[config.mk]
export PLATFORM = sky130hd
export DESIGN_NAME = dacc_top
export DESIGN_NICKNAME = d
export VERILOG_FILES = /design/src/core/dacc_pkg.sv /design/src/core/dacc_top.sv
export SDC_FILE = /design/constraint.sdc
export NUM_CORES = 1
export LEC_CHECK = 0
export ABC_AREA = 1
export BUFFER_PORTS_ARGS = -buffer_cell sky130_fd_sc_hd__buf_2
export CAP_MARGIN = 20
export CELL_PAD_IN_SITES_DETAIL_PLACEMENT = 0
export CELL_PAD_IN_SITES_GLOBAL_PLACEMENT = 1
export CORE_MARGIN = 3
export CORE_UTILIZATION = 48
export CTS_CLUSTER_DIAMETER = 50
export DETAILED_ROUTE_END_ITERATION = 10
export PLACE_DENSITY_LB_ADDON = 0.2
export SLEW_MARGIN = 20
export SYNTH_ARGS = -nofsm -noshare
export SYNTH_HDL_FRONTEND = slang
export SYNTH_SLANG_ARGS = --single-unit
[constraint.sdc]
create_clock -name core_clk -period 3.55 [get_ports core_clk]
set_clock_uncertainty 0.15 [all_clocks]
set_input_delay 0.71 -clock core_clk [delete_from_list [all_inputs] [get_ports core_clk]]
set_output_delay 0.71 -clock core_clk [all_outputs]
set_load 0.005 [all_outputs]
[src/core/dacc_pkg.sv]
// Constants, register map and state types for the dual converter control block
package dacc_pkg;
    // Register offsets
    localparam logic [7:0] ADDR_CHAN_SEL  = 8'h05;
    localparam logic [7:0] ADDR_POWER     = 8'h08;
    localparam logic [7:0] ADDR_DCS       = 8'h09;
    localparam logic [7:0] ADDR_DIV       = 8'h0b;
    localparam logic [7:0] ADDR_STATUS    = 8'h0f;
    localparam logic [7:0] ADDR_OUT_MODE  = 8'h14;
    localparam logic [7:0] ADDR_ALIGN     = 8'h3a;
    localparam logic [7:0] ADDR_NSR       = 8'h3c;
    // Field positions
    localparam int OM_DISABLE_BIT  = 4;
    localparam int OM_DRIVE_BIT    = 3;
    localparam int ALIGN_EN_BIT    = 1;
    localparam int ALIGN_FIRST_BIT = 2;
    // Output formats, power modes
    localparam logic [1:0] FMT_OFFSET  = 2'h0;
    localparam logic [1:0] FMT_TWOS    = 2'h1;
    localparam logic [1:0] FMT_GRAY    = 2'h2;
    localparam logic [1:0] PWR_NORMAL  = 2'h0;
    localparam logic [1:0] PWR_DOWN    = 2'h1;
    localparam logic [1:0] PWR_STANDBY = 2'h2;
    // Reset values
    localparam logic [7:0] OUT_MODE_RST = 8'h01;
    localparam logic [7:0] ALIGN_RST    = 8'h00;
    localparam logic [1:0] CHAN_SEL_RST = 2'h3;
    localparam logic [2:0] DIV_SEL_RST  = 3'h0;
    // Pipeline latency in conversion cycles
    localparam int LAT_NORMAL = 10;
    localparam int LAT_NSR    = 13;
    // Stabilizer limits and relock wait
    localparam int CLK_MHZ     = 25;
    localparam int DCS_MIN_KHZ = 40000;
    localparam int RELOCK_NS   = 5000;
    localparam logic [7:0] RELOCK_CYC = 8'(RELOCK_NS * CLK_MHZ / 1000);

    // Register write request
    typedef struct packed {
        logic       wr;
        logic [7:0] addr;
        logic [7:0] wdata;
    } dacc_reg_req_t;

    // Whole block state
    typedef struct packed {
        logic [1:0]              align_sync;
        logic                    align_prev;
        logic [1:0]              pd_sync;
        logic [1:0]              oen_sync;
        logic                    align_armed;
        logic [1:0]              chan_sel;
        logic [1:0][7:0]         out_mode;
        logic [1:0]              nsr_en;
        logic [7:0]              align_ctl;
        logic [1:0]              pwr_mode;
        logic                    dcs_en;
        logic [2:0]              div_sel;
        logic [2:0]              div_cnt;
        logic [7:0]              relock_cnt;
        logic                    dcs_locked;
        logic                    conv_clk;
        logic [1:0][12:0][11:0]  dl;
        logic [1:0][11:0]        word;
        logic                    dcc;
        logic [10:0]             data_out;
        logic                    or_out;
        logic                    data_oe;
        logic                    drive_reduced;
        logic                    dcs_active;
        logic [7:0]              rdata;
    } dacc_state_t;
endpackage : dacc_pkg

[src/core/dacc_top.sv]
// Clock divider, stabilizer tracking, output formatting and interleaved output
`timescale 1ns/1ps
module dacc_top #(
    parameter int IN_CLK_KHZ = 250000
) (
    input  wire logic                   core_clk,
    input  wire logic                   rstn,
    input  wire dacc_pkg::dacc_reg_req_t reg_req,
    output logic [7:0]                  reg_rdata,
    input  wire logic                   align_pulse,
    input  wire logic                   power_down_request,
    input  wire logic                   output_enable_n,
    input  wire logic [12:0]            adc_a_raw,
    input  wire logic [12:0]            adc_b_raw,
    output logic                        conv_clk,
    output logic                        dcs_active,
    output logic [10:0]                 data_out,
    output logic                        or_out,
    output logic                        data_oe,
    output logic                        data_capture_clock,
    output logic                        drive_reduced
);
    import dacc_pkg::*;

    dacc_state_t st;
    dacc_state_t next_st;

    // Clamp a raw signed sample to 11 bits, flag in bit 11
    // Full scale is -1024..1023; anything past either end pins to
    // the extreme code, so downstream never sees a wrapped value
    // and the flag is the only sign that clipping took place
    function automatic logic [11:0] clamp(input logic [12:0] raw);
        logic [11:0] r;
        r = {1'b0, raw[10:0]};
        if (!raw[12] && raw[11:10] != 2'b00) begin
            r = {1'b1, 11'h3ff};
        end else if (raw[12] && raw[11:10] != 2'b11) begin
            r = {1'b1, 11'h400};
        end
        return r;
    endfunction : clamp

    // Recode a two's complement word in the chosen format
    // Gray is built from offset binary, since Gray of a signed word
    // would jump across zero instead of stepping one bit at a time
    function automatic logic [10:0] recode(input logic [10:0] t, input logic [1:0] fmt);
        logic [10:0] ob;
        logic [10:0] r;
        ob = {~t[10], t[9:0]};
        r = t;
        if (fmt == FMT_OFFSET) begin
            r = ob;
        end else if (fmt == FMT_GRAY) begin
            r = ob ^ (ob >> 1);
        end
        return r;
    endfunction : recode

    // Channel samples packed so the pipeline loop can index them
    logic [1:0][12:0] raw;
    assign raw[0] = adc_a_raw;
    assign raw[1] = adc_b_raw;

    // One combinational pass computes every next value; defaults hold
    // the current state so fields not assigned below keep their value
    // Next-state logic for the whole block
    always_comb begin
        logic        pd;
        logic        run;
        logic        tick;
        logic        rise;
        logic        accept;
        logic        fast;
        logic [3:0]  ratio;
        logic [3:0]  hi_len;
        logic [1:0]  en;
        logic [11:0] pick;
        logic        rd_ch;
        pd = 1'b0;
        run = 1'b0;
        tick = 1'b0;
        rise = 1'b0;
        accept = 1'b0;
        fast = 1'b0;
        ratio = 4'h0;
        hi_len = 4'h0;
        en = 2'b00;
        pick = 12'h000;
        rd_ch = 1'b0;
        next_st = st;

        // Pins cross in from outside; only the second stage feeds logic
        // two-stage synchronisers
        next_st.align_sync = {st.align_sync[0], align_pulse};
        next_st.pd_sync    = {st.pd_sync[0], power_down_request};
        next_st.oen_sync   = {st.oen_sync[0], output_enable_n};
        next_st.align_prev = st.align_sync[1];

        // Power state: pin and register both force down; standby keeps drivers
        // register or pin request
        pd = (st.pwr_mode == PWR_DOWN) || st.pd_sync[1];
        run = !pd && (st.pwr_mode != PWR_STANDBY);
        ratio = {1'b0, st.div_sel} + 4'h1;
        tick = run && (st.div_cnt == st.div_sel);

        // A held pulse spans several cycles; only its leading edge may
        // restart the divider, or sampling would stall while it is high
        // one edge, one realign
        rise = st.align_sync[1] && !st.align_prev;
        // every pulse or first after write
        accept = rise && st.align_ctl[ALIGN_EN_BIT]
               && (!st.align_ctl[ALIGN_FIRST_BIT] || st.align_armed);
        if (accept && st.align_ctl[ALIGN_FIRST_BIT]) begin
            next_st.align_armed = 1'b0;
        end

        // Stopping the divider in standby parks it at zero, so wake-up
        // begins on a clean conversion edge
        // divider back to start
        if (!run || accept || tick) begin
            next_st.div_cnt = 3'h0;
        end else begin
            next_st.div_cnt = st.div_cnt + 3'h1;
        end

        // The stabilizer is modelled by its lock state only; the duty
        // cycle it restores shows as the high time of conv_clk
        // loop needs at least 40 MHz
        fast = IN_CLK_KHZ >= DCS_MIN_KHZ * int'(ratio);
        if (st.relock_cnt != 8'h00) begin
            next_st.relock_cnt = st.relock_cnt - 8'h01;
        end
        next_st.dcs_locked = (st.relock_cnt == 8'h00) && fast && !pd;
        next_st.dcs_active = st.dcs_en && st.dcs_locked;
        // half-period high when active, raw single cycle when bypassed
        hi_len = st.dcs_active ? ((ratio + 4'h1) >> 1) : 4'h1;
        next_st.conv_clk = run && ({1'b0, next_st.div_cnt} < hi_len);

        // Power-down empties the pipeline; standby leaves it frozen, so
        // the first words after standby are stale samples
        // Pipeline per channel
        for (int c = 0; c < 2; c++) begin
            if (pd) begin
                next_st.dl[c] = '0;
                next_st.word[c] = '0;
            end else if (tick) begin
                // clamp and flag; flag rides with code
                next_st.dl[c][0] = clamp(raw[c]);
                for (int i = 1; i < LAT_NSR; i++) begin
                    next_st.dl[c][i] = st.dl[c][i-1];
                end
                next_st.word[c] = st.nsr_en[c] ? st.dl[c][LAT_NSR-1] : st.dl[c][LAT_NORMAL-1];
            end
        end

        // Output stage: one shared bus, channel A in the high phase of
        // the capture clock and channel B in the low phase
        // per-channel disable
        en[0] = !st.out_mode[0][OM_DISABLE_BIT];
        en[1] = !st.out_mode[1][OM_DISABLE_BIT];
        // capture clock, A high phase, B low phase
        next_st.dcc = !st.dcc;
        if (en[0] && (next_st.dcc || !en[1])) begin
            pick = st.word[0];
            next_st.data_out = recode(pick[10:0], st.out_mode[0][1:0]);
        end else begin
            pick = st.word[1];
            next_st.data_out = recode(pick[10:0], st.out_mode[1][1:0]);
        end
        next_st.or_out = pick[11];
        // The pin is a slow control, so two cycles of sync delay are fine
        // three-state conditions
        next_st.data_oe = !pd && !st.oen_sync[1] && (en != 2'b00);
        next_st.drive_reduced = st.out_mode[0][OM_DRIVE_BIT];

        // Writes decoded in one chain; a write to an unmapped address
        // falls through and leaves everything unchanged
        // Register writes; per-channel ones follow the channel select
        if (reg_req.wr) begin
            if (reg_req.addr == ADDR_CHAN_SEL) begin
                next_st.chan_sel = reg_req.wdata[1:0];
            end else if (reg_req.addr == ADDR_POWER) begin
                next_st.pwr_mode = reg_req.wdata[1:0];
            end else if (reg_req.addr == ADDR_DCS) begin
                next_st.dcs_en = reg_req.wdata[0];
            end else if (reg_req.addr == ADDR_DIV) begin
                next_st.div_sel = reg_req.wdata[2:0];
                if (reg_req.wdata[2:0] != st.div_sel) begin
                    next_st.relock_cnt = RELOCK_CYC;
                    next_st.dcs_locked = 1'b0;
                end
            end else if (reg_req.addr == ADDR_ALIGN) begin
                next_st.align_ctl = reg_req.wdata;
                // rewrite rearms, beats a same-cycle accept
                next_st.align_armed = 1'b1;
            end else if (reg_req.addr == ADDR_OUT_MODE) begin
                for (int c = 0; c < 2; c++) begin
                    if (st.chan_sel[c]) begin
                        next_st.out_mode[c] = reg_req.wdata;
                    end
                end
            end else if (reg_req.addr == ADDR_NSR) begin
                for (int c = 0; c < 2; c++) begin
                    if (st.chan_sel[c]) begin
                        next_st.nsr_en[c] = reg_req.wdata[0];
                    end
                end
            end
        end

        // The read mux runs every cycle from the address alone, so a
        // host must hold the address one cycle before taking the byte
        // Channel select picks A for reads whenever its bit is set
        // Read data, one cycle after the address
        rd_ch = !st.chan_sel[0];
        if (reg_req.addr == ADDR_CHAN_SEL) begin
            next_st.rdata = {6'h00, st.chan_sel};
        end else if (reg_req.addr == ADDR_POWER) begin
            next_st.rdata = {6'h00, st.pwr_mode};
        end else if (reg_req.addr == ADDR_DCS) begin
            next_st.rdata = {7'h00, st.dcs_en};
        end else if (reg_req.addr == ADDR_DIV) begin
            next_st.rdata = {5'h00, st.div_sel};
        end else if (reg_req.addr == ADDR_STATUS) begin
            next_st.rdata = {4'h0, st.align_armed, pd, st.dcs_active, st.dcs_locked};
        end else if (reg_req.addr == ADDR_ALIGN) begin
            next_st.rdata = st.align_ctl;
        end else if (reg_req.addr == ADDR_OUT_MODE) begin
            next_st.rdata = st.out_mode[rd_ch];
        end else if (reg_req.addr == ADDR_NSR) begin
            next_st.rdata = {7'h00, st.nsr_en[rd_ch]};
        end else begin
            next_st.rdata = 8'h00;
        end
    end

    // Whole block state in one register; fields with non-zero reset
    // values are patched after the blanket clear
    // State register; reset values are constants only
    always_ff @(posedge core_clk or negedge rstn) begin
        if (!rstn) begin
            st <= '0;
            st.chan_sel <= CHAN_SEL_RST;
            st.out_mode <= {OUT_MODE_RST, OUT_MODE_RST};
            st.align_ctl <= ALIGN_RST;
            st.pwr_mode <= PWR_NORMAL;
            st.dcs_en <= 1'b1;
            st.div_sel <= DIV_SEL_RST;
            st.relock_cnt <= RELOCK_CYC;
        end else begin
            st <= next_st;
        end
    end

    // Every output is a state field, so nothing combinational reaches
    // the pins and each changes only just after a clock edge
    // Outputs straight from state
    assign reg_rdata          = st.rdata;
    assign conv_clk           = st.conv_clk;
    assign dcs_active         = st.dcs_active;
    assign data_out           = st.data_out;
    assign or_out             = st.or_out;
    assign data_oe            = st.data_oe;
    assign data_capture_clock = st.dcc;
    assign drive_reduced      = st.drive_reduced;
endmodule : dacc_top

==> impl_metrics.toml <==
[drt]
wl_met2_um = 16400
met1_length_um = 15700
first_pass_iters = 5
avgViaCountPerCell = 5.02
num_vias = 11652
top_layer = "met4"
routed_wl_um = 34100
drc = 0
ant_nets = 0
drt_iter0_drc = 676
drt-wirelength-per-cell_um = 14.7
met3WireLength_um = 1250

[critical_path]
end_kind = "flip-flop"
setup.worst_path.class = "reg -> reg"
crit_path_max_incr_delay_ns = 0.49
r2r_start = "st[374]"
critPathMaxFanout = 7
crit_chain = "ha_1 > inv_1 > nand2_1 > nand2_1 > ha_1 > inv_1 > ha_1 > inv_1 > nand2_1 > ha_1 > ha_1 > nand2_1 > nor2_1 > nand2_1 > a31oi_1 > nor2_1 > nand3_1 > nor2_1"
crit_slowest_cell = "dfrtp_1"
required_ns = 3.84
regToRegEndpoint = "st[361]"
cp.arrival_ns = 3.33
path_buf_inv = 3
critical-path-top-delay-family = "adder cells"
ff2ff_path_depth = 18
reg2reg_slack_ns = 0.52
critPathLaunchType = "flip-flop"

[floorplanning]
die_x_um = 195
design.core.area_um2 = 34800
num_rows = 68
fp.dieH_um = 195
start_util_pct = 49.1
dieArea_um2 = 37900
io_pins = 73

[clock_tree]
cts_buffers = 48
cts_tree = "yes"
cts_root_buf = "clkbuf_16"
clk_pin_slew_ns = 0.06
clk_latency_ns = 0.56
cts.sinks = 415
cts_hold_buf = 0
cts_setup_buffers = 0
ctsResizeCount = 0
clockBufferDepth = 3
htree_levels = 2

[layout]
layout_common_cells = "404 x dfrtp_1, 379 x inv_1, 259 x nand2_1"
fillCellCount = 3161
final_nets = 1895
diodes = 0
seqCellArea_um2 = 10400
final_common_cell = "dfrtp_1"
final_core_util_pct = 55.4
drive_above_1_share_pct = 10.1
multi_input_area_um2 = 4670
synthToLayoutAreaGrowth_pct = 12.7

[power_and_ir_drop]
p_leak_uw = 0.00907
powerDensity_nw_per_um2 = 534
peakVddDrop_uv = 353

[place]
preCtsSetupSlack_ns = 0.507
dp_hpwl_um = 20700
io_buffers = 72
gp_congestion = 0.822

[timing]
setup-tns-final_ns = 0
fin_ws_ns = 0.515
fmax_ghz = 0.330
hold_violations = 0
setup_violations = 0
worst_pin_slew_ns = 0.826
min_period_ns = 3.03
slew_viol_final = 0
period_share_pct = 85.5
slew_headroom_pct = 44.9
rsz0062_at_grt = "no"

[worst_hold_path]
hold_path_class = "in -> async"

[global_routing]
antenna_found_initial = 0
grt_max_degree = 160
grt_pass1_wl_um = 58500
grt_usage_pct = 18.2
overflow = 0
grt_pass1_vias = 11775

[synth]
syn_avg_cell_area_um2 = 9.55
synthCells = 1790
synth.net_count = 1859
seq_area_frac_synth_pct = 60.8
synth_enable_flop_cells = 0
ys_warn_count = 0
synth_seq_cells = 415
synth_ff_type = "dfrtp_1"
syn_area_um2 = 17100
yosysUniqueCellTypes = 35
async_flop_share_pct = 100

[status]
outcome = "completed"

[run]
cap_violations = 0
[routing by layer]
metal	up-vias	global-route usage [%]
met5	-	0
met3	47	3.10
met1	5646	25.4
met4	0	4.78
met2	165	30.0
li1	5794	-
[registers in the layout, summed over array words and instances, names as in the netlist]
name and cells:
data_oe 1, data_out 11, drive_reduced 1, conv_clk 1
dcs_active 1, st 385, next_st 5, or_out 1
reg_rdata 8, data_capture_clock 1
[worst max path at each step]
stage | from | to | slack [ns] | cells past startpoint
finish | st[374] | st[361] | 0.52 | 18
global placement | st[374] | st[361] | 0.62 | 16
floorplan | st[374] | st[361] | 0.80 | 16
detailed placement | st[374] | st[361] | 0.51 | 18
CTS | st[374] | st[361] | 0.50 | 18
global route | st[374] | st[361] | 0.24 | 16
[cell families (layout without fill, tap and decap cells)]
kind of cell / after synthesis / in the layout / synth area share, %
AO/OA/AOI/OAI: 448 / 448 / 14.8
XOR/XNOR: 30 / 30 / 1.54
adder cells (fa/ha/maj): 21 / 21 / 1.54
buffers and inverters: 485 / 559 / 12.0
flip-flops: 415 / 415 / 60.8
multiplexers: 1 / 1 / 0.0585
AND/OR/NAND/NOR: 390 / 390 / 9.25
[through the flow]
| stage | area (um^2) | power [uW] | instances | hold slack (ns) |
|---|---|---|---|---|
| finish | 19300 | 10300 | 2319 | 0.0335 |
| global placement | 17700 | 5540 | 2231 | 0.187 |
| detailed placement | 17700 | 5560 | 2231 | 0.186 |
| floorplan | 17100 | 5320 | 1790 | 0.181 |
| CTS | 19300 | 10400 | 2319 | 0.0661 |
| global route | 19300 | 10700 | 2319 | 0.0766 |
[report_power, final]
part | switching (uW) | total (uW) | internal, uW
Clock | 1970 | 4810 | 2840
Combinational | 394 | 590 | 196
Sequential | 54.9 | 4880 | 4820
[synthesized netlist by cell type, types with 2 or more instances]
library cell | instances | area, um^2
nor2_1 | 81 | 304
o21ai_0 | 163 | 816
xor2_1 | 24 | 210
o21bai_1 | 2 | 15.0
nor3_1 | 2 | 10.0
buf_4 | 45 | 338
buf_2 | 44 | 220
ha_1 | 21 | 263
o22ai_1 | 223 | 1400
clkbuf_1 | 13 | 48.8
inv_1 | 379 | 1420
o21ai_1 | 11 | 55.1
xnor2_1 | 6 | 52.6
nor2_4 | 2 | 22.5
dfstp_2 | 11 | 289
nand2_1 | 259 | 972
dfrtp_1 | 404 | 10100
nor2_2 | 3 | 18.8
nand3_1 | 30 | 150
nand4_1 | 6 | 37.5
a21oi_1 | 45 | 225
nand3_2 | 2 | 20.0
inv_2 | 2 | 7.51
[cell type report]
class	instances	share of cell area [%]
multi-input combinational	890	24.2
tap	455	2.95
clock inverter	22	1.18
timing repair buffer	89	3.23
inverter	382	7.44
sequential	415	54.0
clock buffer	66	7.00
(Power assumes the default switching activity.)
